==> src/hw/mnpa_map.svh <==
// Timing counts, address fields and status codes for the NOR host sequencer
`ifndef MNPA_MAP_SVH
`define MNPA_MAP_SVH
`define MNPA_CLK_NS 50
`define MNPA_WE_LOW_NS 35
`define MNPA_WE_LOW_CYC ((`MNPA_WE_LOW_NS + `MNPA_CLK_NS - 1) / `MNPA_CLK_NS)
`define MNPA_WE_HIGH_NS 25
`define MNPA_WE_HIGH_CYC ((`MNPA_WE_HIGH_NS + `MNPA_CLK_NS - 1) / `MNPA_CLK_NS)
`define MNPA_RD_NS 70
`define MNPA_RD_CYC ((`MNPA_RD_NS + `MNPA_CLK_NS - 1) / `MNPA_CLK_NS)
`define MNPA_RST_PULSE_NS 500
`define MNPA_RST_PULSE_CYC ((`MNPA_RST_PULSE_NS + `MNPA_CLK_NS - 1) / `MNPA_CLK_NS)
`define MNPA_READY_BUSY_NS 20000
`define MNPA_READY_BUSY_CYC ((`MNPA_READY_BUSY_NS + `MNPA_CLK_NS - 1) / `MNPA_CLK_NS)
`define MNPA_READY_IDLE_NS 500
`define MNPA_READY_IDLE_CYC ((`MNPA_READY_IDLE_NS + `MNPA_CLK_NS - 1) / `MNPA_CLK_NS)
`define MNPA_RH_NS 50
`define MNPA_RH_CYC ((`MNPA_RH_NS + `MNPA_CLK_NS - 1) / `MNPA_CLK_NS)
`define MNPA_BANK_LSB 19
`define MNPA_BANK_MSB 21
`define MNPA_GRP_LSB 12
`define MNPA_GRP_MSB 21
`define MNPA_A6 6
`define MNPA_A1 1
`define MNPA_A0 0
`define MNPA_ST_PROT 16'h0001
`define MNPA_ST_UNPROT 16'h0000
`define MNPA_TOGGLE_BIT 6
`define MNPA_PARAM_BASE 22'h3f8000
`define MNPA_TOP_PARAM 22'h3ff000
`define MNPA_FIRST_MAIN 22'h3f0000
`define MNPA_BANK2_BASE 22'h2d0000
`endif

==> src/hw/mnpa_pkg.sv <==
// Types shared by the NOR host sequencer
package mnpa_pkg;
   typedef enum logic [2:0] {MNPA_CMD_WRITE, MNPA_CMD_READ, MNPA_CMD_PROTECT, MNPA_CMD_UNPROTECT,
      MNPA_CMD_POLL, MNPA_CMD_RESET} mnpa_cmd_t;
   typedef enum logic [1:0] {MNPA_RES_OK, MNPA_RES_FAIL, MNPA_RES_TIMEOUT} mnpa_res_t;
   typedef enum {MNPA_IDLE, MNPA_WLOW, MNPA_WHIGH, MNPA_RLOW, MNPA_RHOLD, MNPA_RSTLOW, MNPA_RSTWAIT,
      MNPA_DONE} mnpa_state_t;
endpackage

==> src/hw/mnpa_sync.sv <==
// Two-flop synchroniser for pin inputs
`timescale 1ns/1ns
module mnpa_sync #(
   parameter int W = 1
) (
   input wire logic clk_sys,
   input wire logic rstn,
   input wire logic [W-1:0] d,
   output logic [W-1:0] q
);
   logic [W-1:0] meta_reg;
   always_ff @(posedge clk_sys or negedge rstn)
   begin
      if (!rstn)
      begin
         meta_reg <= '0;
         q <= '0;
      end
      else
      begin
         meta_reg <= d;
         q <= meta_reg;
      end
   end
endmodule

==> src/hw/mnpa_host.sv <==
// Host sequencer driving a multi-bank NOR flash over its parallel pins
// Notes on behaviour
// - Command writes carry bank bits on A19-A21
// - Protect: A6 low, A1 high, A0 low; reads 01h
// - Unprotect: A6 high, A1 high, A0 low; reads 00h
// - Acceleration pin may stay high across programs
`timescale 1ns/1ns
`include "mnpa_map.svh"
module mnpa_host #(
   parameter int READY_BUSY_CYC = `MNPA_READY_BUSY_CYC,
   parameter int AW = 22,
   parameter int DW = 16
) (
   input wire logic clk_sys,
   input wire logic rstn,
   input wire logic cmd_valid,
   input wire mnpa_pkg::mnpa_cmd_t cmd_op,
   input wire logic [AW-1:0] cmd_addr,
   input wire logic [DW-1:0] cmd_data,
   input wire logic cmd_accel,
   input wire logic cmd_busy_hint,
   output logic cmd_ready,
   output logic rsp_valid,
   output mnpa_pkg::mnpa_res_t rsp_res,
   output logic [DW-1:0] rsp_data,
   output logic rsp_toggling,
   output logic [AW-1:0] fl_addr,
   input wire logic [DW-1:0] fl_dq_in,
   output logic [DW-1:0] fl_dq_out,
   output logic fl_dq_oe,
   output logic fl_ce_n,
   output logic fl_oe_n,
   output logic fl_we_n,
   output logic fl_reset_n,
   output logic fl_elevated_id_voltage
);
   import mnpa_pkg::*;

   // ************************************************
   // State
   // ************************************************
   localparam int CW = 16;
   typedef struct packed {
      mnpa_state_t st;
      mnpa_cmd_t op;
      logic [CW-1:0] cnt;
      logic [DW-1:0] last_rd;
      logic have_last;
      logic cmd_ready;
      logic rsp_valid;
      mnpa_res_t rsp_res;
      logic [DW-1:0] rsp_data;
      logic rsp_toggling;
      logic [AW-1:0] fl_addr;
      logic [DW-1:0] fl_dq_out;
      logic fl_dq_oe;
      logic fl_ce_n;
      logic fl_oe_n;
      logic fl_we_n;
      logic fl_reset_n;
      logic fl_vid;
   } mnpa_host_t;

   mnpa_host_t s_reg;
   mnpa_host_t s_next;
   logic [DW-1:0] dq_sync;

   mnpa_sync #(.W(DW)) u_dq_sync (
      .clk_sys(clk_sys),
      .rstn(rstn),
      .d(fl_dq_in),
      .q(dq_sync)
   );

   // ************************************************
   // Sequencer
   // ************************************************
   always_comb
   begin
      s_next = s_reg;
      s_next.rsp_valid = 1'b0;
      case (s_reg.st)
         MNPA_IDLE:
         begin
            s_next.cmd_ready = 1'b1;
            if (cmd_valid && s_reg.cmd_ready)
            begin
               s_next.cmd_ready = 1'b0;
               s_next.op = cmd_op;
               s_next.fl_addr = cmd_addr;
               s_next.cnt = '0;
               s_next.fl_ce_n = 1'b0;
               // Accel level follows the request and stays up between programs
               s_next.fl_vid = cmd_accel;
               case (cmd_op)
                  MNPA_CMD_WRITE:
                  begin
                     s_next.fl_dq_out = cmd_data;
                     s_next.fl_dq_oe = 1'b0;
                     s_next.fl_we_n = 1'b0;
                     s_next.st = MNPA_WLOW;
                  end
                  MNPA_CMD_PROTECT, MNPA_CMD_UNPROTECT:
                  begin
                     // Group select stays on A12-A21 from the caller
                     s_next.fl_addr[`MNPA_A6] = (cmd_op == MNPA_CMD_UNPROTECT);
                     s_next.fl_addr[`MNPA_A1] = 1'b1;
                     s_next.fl_addr[`MNPA_A0] = 1'b0;
                     s_next.fl_oe_n = 1'b0;
                     s_next.st = MNPA_RLOW;
                  end
                  MNPA_CMD_READ, MNPA_CMD_POLL:
                  begin
                     s_next.fl_oe_n = 1'b0;
                     s_next.st = MNPA_RLOW;
                  end
                  MNPA_CMD_RESET:
                  begin
                     s_next.fl_ce_n = 1'b1;
                     s_next.fl_reset_n = 1'b0;
                     s_next.st = MNPA_RSTLOW;
                  end
                  default:
                  begin
                     s_next.fl_ce_n = 1'b1;
                     s_next.st = MNPA_DONE;
                  end
               endcase
            end
         end
         MNPA_WLOW:
         begin
            s_next.cnt = s_reg.cnt + 1'b1;
            if (s_reg.cnt + 1'b1 >= CW'(`MNPA_WE_LOW_CYC))
            begin
               s_next.fl_we_n = 1'b1;
               s_next.cnt = '0;
               s_next.st = MNPA_WHIGH;
            end
         end
         MNPA_WHIGH:
         begin
            s_next.cnt = s_reg.cnt + 1'b1;
            if (s_reg.cnt + 1'b1 >= CW'(`MNPA_WE_HIGH_CYC))
            begin
               s_next.fl_dq_oe = 1'b1;
               s_next.fl_ce_n = 1'b1;
               s_next.rsp_res = MNPA_RES_OK;
               s_next.st = MNPA_DONE;
            end
         end
         MNPA_RLOW:
         begin
            s_next.cnt = s_reg.cnt + 1'b1;
            // Extra two cycles cover the input synchroniser
            if (s_reg.cnt >= CW'(`MNPA_RD_CYC + 2))
            begin
               s_next.rsp_data = dq_sync;
               s_next.fl_oe_n = 1'b1;
               s_next.fl_ce_n = 1'b1;
               s_next.rsp_res = MNPA_RES_OK;
               if (s_reg.op == MNPA_CMD_PROTECT && dq_sync != `MNPA_ST_PROT)
                  s_next.rsp_res = MNPA_RES_FAIL;
               if (s_reg.op == MNPA_CMD_UNPROTECT && dq_sync != `MNPA_ST_UNPROT)
                  s_next.rsp_res = MNPA_RES_FAIL;
               if (s_reg.op == MNPA_CMD_POLL)
               begin
                  // Toggle compare against the previous poll
                  s_next.rsp_toggling = s_reg.have_last &&
                     (s_reg.last_rd[`MNPA_TOGGLE_BIT] != dq_sync[`MNPA_TOGGLE_BIT]);
                  s_next.last_rd = dq_sync;
                  s_next.have_last = 1'b1;
               end
               s_next.st = MNPA_DONE;
            end
         end
         MNPA_RSTLOW:
         begin
            s_next.cnt = s_reg.cnt + 1'b1;
            if (s_reg.cnt + 1'b1 >= CW'(`MNPA_RST_PULSE_CYC))
            begin
               s_next.fl_reset_n = 1'b1;
               s_next.cnt = '0;
               s_next.st = MNPA_RSTWAIT;
            end
         end
         MNPA_RSTWAIT:
         begin
            // Wait covers the device's worst recovery for the hinted state
            s_next.cnt = s_reg.cnt + 1'b1;
            if (s_reg.cnt + 1'b1 >= (cmd_busy_hint ? CW'(READY_BUSY_CYC) : CW'(`MNPA_READY_IDLE_CYC)))
            begin
               s_next.have_last = 1'b0;
               s_next.rsp_toggling = 1'b0;
               s_next.rsp_res = MNPA_RES_OK;
               s_next.st = MNPA_DONE;
            end
         end
         MNPA_DONE:
         begin
            s_next.rsp_valid = 1'b1;
            s_next.cnt = '0;
            s_next.st = MNPA_IDLE;
         end
         default:
         begin
            s_next.st = MNPA_IDLE;
         end
      endcase
   end

   always_ff @(posedge clk_sys or negedge rstn)
   begin
      if (!rstn)
      begin
         s_reg <= '{st: MNPA_IDLE, op: MNPA_CMD_READ, cnt: '0, last_rd: '0, have_last: 1'b0,
            cmd_ready: 1'b0, rsp_valid: 1'b0, rsp_res: MNPA_RES_OK, rsp_data: '0, rsp_toggling: 1'b0,
            fl_addr: '0, fl_dq_out: '0, fl_dq_oe: 1'b1, fl_ce_n: 1'b1, fl_oe_n: 1'b1, fl_we_n: 1'b1,
            fl_reset_n: 1'b1, fl_vid: 1'b0};
      end
      else
      begin
         s_reg <= s_next;
      end
   end

   assign cmd_ready = s_reg.cmd_ready;
   assign rsp_valid = s_reg.rsp_valid;
   assign rsp_res = s_reg.rsp_res;
   assign rsp_data = s_reg.rsp_data;
   assign rsp_toggling = s_reg.rsp_toggling;
   assign fl_addr = s_reg.fl_addr;
   assign fl_dq_out = s_reg.fl_dq_out;
   assign fl_dq_oe = s_reg.fl_dq_oe;
   assign fl_ce_n = s_reg.fl_ce_n;
   assign fl_oe_n = s_reg.fl_oe_n;
   assign fl_we_n = s_reg.fl_we_n;
   assign fl_reset_n = s_reg.fl_reset_n;
   assign fl_elevated_id_voltage = s_reg.fl_vid;

   // ************************************************
   // Checks
   // ************************************************
   a_bank_bits_held: assert property (@(posedge clk_sys) disable iff (!rstn)
      (!fl_we_n) |=> $stable(fl_addr[`MNPA_BANK_MSB:`MNPA_BANK_LSB]))
      else $error("Bank bits changed during write pulse");
   a_protect_pins: assert property (@(posedge clk_sys) disable iff (!rstn)
      (!fl_oe_n && s_reg.op == MNPA_CMD_PROTECT) |-> (!fl_addr[6] && fl_addr[1] && !fl_addr[0]))
      else $error("Protect address pattern wrong");
   a_unprotect_pins: assert property (@(posedge clk_sys) disable iff (!rstn)
      (!fl_oe_n && s_reg.op == MNPA_CMD_UNPROTECT) |-> (fl_addr[6] && fl_addr[1] && !fl_addr[0]))
      else $error("Unprotect address pattern wrong");
   a_we_pulse_len: assert property (@(posedge clk_sys) disable iff (!rstn)
      $fell(fl_we_n) |-> !fl_we_n ##1 fl_we_n)
      else $error("Write pulse length wrong");
   a_reset_pulse: assert property (@(posedge clk_sys) disable iff (!rstn)
      $fell(fl_reset_n) |-> (!fl_reset_n)[*8] ##1 (!fl_reset_n) [*2] ##1 fl_reset_n)
      else $error("Reset pulse length wrong");
   a_vid_steady: assert property (@(posedge clk_sys) disable iff (!rstn)
      (s_reg.st != MNPA_IDLE) |=> $stable(fl_elevated_id_voltage))
      else $error("Accel level changed mid operation");
   a_status_check: assert property (@(posedge clk_sys) disable iff (!rstn)
      (rsp_valid && s_reg.op == MNPA_CMD_PROTECT && rsp_data == `MNPA_ST_PROT) |-> rsp_res == MNPA_RES_OK)
      else $error("Protected status not accepted");
   a_toggle_clear: assert property (@(posedge clk_sys) disable iff (!rstn)
      (rsp_valid && s_reg.op == MNPA_CMD_RESET) |-> !rsp_toggling)
      else $error("Toggle state survived reset");
endmodule

==> config.mk <==
export PLATFORM = sky130hd
export DESIGN_NAME = mnpa_host
export DESIGN_NICKNAME = d
export VERILOG_FILES = /design/src/hw/mnpa_pkg.sv /design/src/hw/mnpa_sync.sv /design/src/hw/mnpa_host.sv
export VERILOG_INCLUDE_DIRS = /design/src /design/src/hw
export SDC_FILE = /design/constraint.sdc
export NUM_CORES = 1
export LEC_CHECK = 0
export BUFFER_PORTS_ARGS = -buffer_cell sky130_fd_sc_hd__clkbuf_2
export CAP_MARGIN = 10
export CORE_ASPECT_RATIO = 1.5
export CORE_MARGIN = 4
export CORE_UTILIZATION = 45
export DETAILED_ROUTE_END_ITERATION = 10
export GPL_TIMING_DRIVEN = 0
export PLACE_DENSITY = 0.68
export SYNTH_ARGS = -nofsm -noshare
export SYNTH_HDL_FRONTEND = slang
export SYNTH_SLANG_ARGS = --single-unit
==> constraint.sdc <==
create_clock -name clk_sys -period 3.6 [get_ports clk_sys]
set_input_delay 0.72 -clock clk_sys [delete_from_list [all_inputs] [get_ports clk_sys]]
set_output_delay 0.72 -clock clk_sys [all_outputs]
set_load 0.05 [all_outputs]
==> results_tabular.tex <==
\begin{tabular}{lr}
\hline
Metric & Value \\
\hline
\multicolumn{2}{l}{\textbf{Run status}} \\
Outcome & completed \\
\multicolumn{2}{l}{\textbf{Detailed routing}} \\
Per-cell via count in the routed design & 5.23 \\
Post-Route WL & 13,300 µm \\
Remaining design rule violation count & 0 \\
Drt first pass iters & 4 \\
Final routed wire length divided by cell count & 16.6 µm \\
Initial DRC count & 219 \\
Remaining antenna violation count after routing & 0 \\
Total vias in the final route & 4,193 \\
\multicolumn{2}{l}{\textbf{Worst hold path}} \\
Tightest Hold Check Type & in -> async \\
\multicolumn{2}{l}{\textbf{Worst setup path}} \\
Path type of the worst setup path & reg -> reg \\
Worst Setup Start Kind & register \\
Top fanout value on the critical path & 10 \\
Crit end category & register \\
Crit path arrival time & 3560 ps \\
Number of cells on the worst reg-to-reg path & 10 \\
Worst EP required & 3950 ps \\
\multicolumn{2}{l}{\textbf{Cells and area}} \\
Cell Count, Final, Fillers Out & 801 \\
Ant. Diodes & 0 \\
Final-layout fill cell count & 1,093 \\
Area growth from synthesis to final layout & 24.9\% \\
Util after Layout & 57.6\% \\
Largest register FFs & 24 \\
Share of layout cells above drive strength 1 & 46.8\% \\
Post-route standard cell area excluding fillers & 0.00721 mm² \\
Final net count & 703 \\
\multicolumn{2}{l}{\textbf{Global routing}} \\
M2 GR Usage & 32.5\% \\
Largest net degree at the start of global routing & 101 \\
Total gr overflow & 0 \\
Global-route wire length before repair & 22,100 µm \\
Met3 demand-to-capacity share in global routing & 5.70\% \\
All-Layer GR Usage & 18.9\% \\
Initial antenna violation count & 0 \\
Most used routing layer in global routing & met2 \\
GR Util met1 & 21.0\% \\
Vias in the first global route & 4,532 \\
\multicolumn{2}{l}{\textbf{Synthesis}} \\
Dominant register cell in the synthesized netlist & dfrtp\_1 \\
Post-Syn Nets & 558 \\
Synth Cell Area & 0.00577 mm² \\
Share of synthesized area occupied by flip-flops and latches & 52.2\% \\
Mapped Avg Cell Area & 11.8 µm² \\
Post-synthesis cell count & 487 \\
Number of synthesized register bits & 120 \\
Yosys Warn Count & 0 \\
Number of enable flip-flop cells after synthesis & 0 \\
Fraction of registers with async set/reset & 100\% \\
Count of cell types in the netlist & 62 \\
\multicolumn{2}{l}{\textbf{Timing}} \\
Achievable frequency & 311 MHz \\
RSZ-0062 raised after global routing & false \\
Final Max Slew Viols & 0 \\
Worst clock skew & 8.84 ps \\
Setup Total Neg Slack & 0 ps \\
Setup Viol. Count Final & 0 \\
Final hold vios & 0 \\
WHS & 164 ps \\
Tmin final & 3210 ps \\
Worst Max-Slew Pin Slew & 787 ps \\
Normalized max-slew margin & 47.2\% \\
Portion of the clock cycle consumed by the worst path in the final layout & 89.3\% \\
\multicolumn{2}{l}{\textbf{CTS}} \\
Clock tree from TritonCTS & yes \\
Root buffer selected by CTS & clkbuf\_16 \\
H-tree Lvls & 4 \\
Number of sinks on the clock net & 120 \\
Hold-fix buffer count after cts & 0 \\
PostCTS Resize Cnt & 0 \\
CTS buffer count & 17 \\
Clock-pin slew on the worst setup and hold paths & 60 ps \\
Clock Latency Late Sink & 410 ps \\
Setup fix buffers added after clock tree synthesis & 0 \\
Longest Clk Path Bufs & 2 \\
\multicolumn{2}{l}{\textbf{Floorplan}} \\
Die area & 0.0147 mm² \\
Effective utilization at floorplan & 46.1\% \\
Site Rows & 50 \\
Die H & 147 µm \\
Horizontal die dimension & 100 µm \\
Ports & 127 \\
Core area & 0.0125 mm² \\
\multicolumn{2}{l}{\textbf{Power and ir drop}} \\
P\_int & 3750 µW \\
Relative contribution of combinational cells to total power & 44.6\% \\
Pleak & 0.00358 µW \\
Peak VDD IR & 0.000763 V \\
Register share of total power & 30.5\% \\
Proportion of power drawn by the clock network & 24.9\% \\
NetSw & 2800 µW \\
Sw Ratio & 42.7\% \\
Total power density per cell area & 908 mW/mm² \\
\multicolumn{2}{l}{\textbf{Flow run}} \\
Total of max-cap violations & 0 \\
\multicolumn{2}{l}{\textbf{Placed design}} \\
Post-DP HPWL & 9780 µm \\
IO buf count & 125 \\
Number of cells after detailed placement & 769 \\
Cell area after placement & 0.00663 mm² \\
Final estimated routing congestion in global placement & 0.891 \\
\hline
\end{tabular}
[area by class of cell]
type | instances | area, µm² | share of cell area, %
buffer | 81 | 556 | 7.71
clock buffer | 18 | 439 | 6.09
clock inverter | 14 | 139 | 1.93
inverter | 9 | 33.8 | 0.469
multi-input combinational | 277 | 2170 | 30.1
sequential | 120 | 3010 | 41.8
tap | 156 | 195 | 2.71
timing repair buffer | 126 | 662 | 9.19
[power by group through the flow]
stage	logic, µW	registers, µW	clock network [µW]
floorplan	2220	2060	0
finish	2920	1990	1630
CTS	2950	2000	1670
detailed placement	2930	2020	0
global placement	2890	1990	0
global route	3110	2040	1740
[routing by layer]
metal,part of all wire (%),vias to the layer above
met5,0,-
met4,3.8,0
met3,5.5,32
met2,54,132
met1,37,2053
li1,-,1976
[Yosys cell counts (6+ instances only)]
master,n,area [µm²]
a41o_1,7,70.1
dfrtp_1,114,2850
nor4_1,9,56.3
clkbuf_1,12,45.0
nor3_1,9,45.0
ha_1,9,113
nand2_1,28,105
nand2b_1,6,37.5
nor2_1,17,63.8
nand3_1,14,70.1
xor2_1,7,61.3
mux2_2,57,642
o31ai_2,7,87.6
nand4_1,9,56.3
buf_4,60,450
dfstp_2,6,158
o21ai_0,18,90.1
inv_1,9,33.8
[cells by family (layout without fill, tap and decap cells)]
kind of cell    Yosys count  after routing  share of synthesized area, %
flops                   120            120                          52.2
buf+inv                  90            248                          10.2
other cells               1              1                        0.0650
xor+xnor                 12             12                          1.82
simple gates            122            122                          12.1
compound gates           73             73                          10.1
fa+ha+maj                 9              9                          1.95
mux                      60             60                          11.6
[critical path, stage by stage, from the launching register on]
cell      delay (ps)
dfrtp_1          540
ha_1             200
buf_2            220
nand3_1          120
xnor2_1          210
nor4b_1          520
nor4b_4          480
nand3_2          170
buf_6            190
a311oi_1         320
a221o_1          170
[per-stage QoR]
stage	setup slack (ps)	power [µW]
after floorplan	986	4280
after global placement	95.8	4880
after detailed placement	432	4950
after CTS	398	6610
after global routing	90.7	6890
final	386	6550
[layout by cell type (no fill, tap or decap), types with 7 or more instances in the layout]
cell type	netlist	layout
clkbuf_2	0	124
dfrtp_1	114	114
buf_4	60	60
mux2_2	57	57
nand2_1	28	28
o21ai_0	18	18
nor2_1	17	17
clkbuf_16	0	17
nand3_1	14	14
clkbuf_1	12	12
inv_1	9	9
nor3_1	9	9
nand4_1	9	9
nor4_1	9	9
ha_1	9	9
xor2_1	7	7
a41o_1	7	7
o31ai_2	7	7
[worst paths after layout]
check | start | end | slack, ps
max | s_reg[82]$_DFFE_PN0P_ | s_reg[89]$_DFFE_PN0P_ | 390
min | rstn | fl_dq_out[9]$_DFFE_PN0P_ | 160
max reg2reg | s_reg[82]$_DFFE_PN0P_ | s_reg[89]$_DFFE_PN0P_ | 390
min reg2reg | u_dq_sync.meta_reg[6]$_DFF_PN0_ | u_dq_sync.q[6]$_DFF_PN0_ | 340
max in group asynchronous | rstn | s_reg[98]$_DFFE_PN1P_ | 2690
min in group clk_sys | u_dq_sync.meta_reg[6]$_DFF_PN0_ | u_dq_sync.q[6]$_DFF_PN0_ | 340
Note: power is estimated with default switching activity, not from simulation.
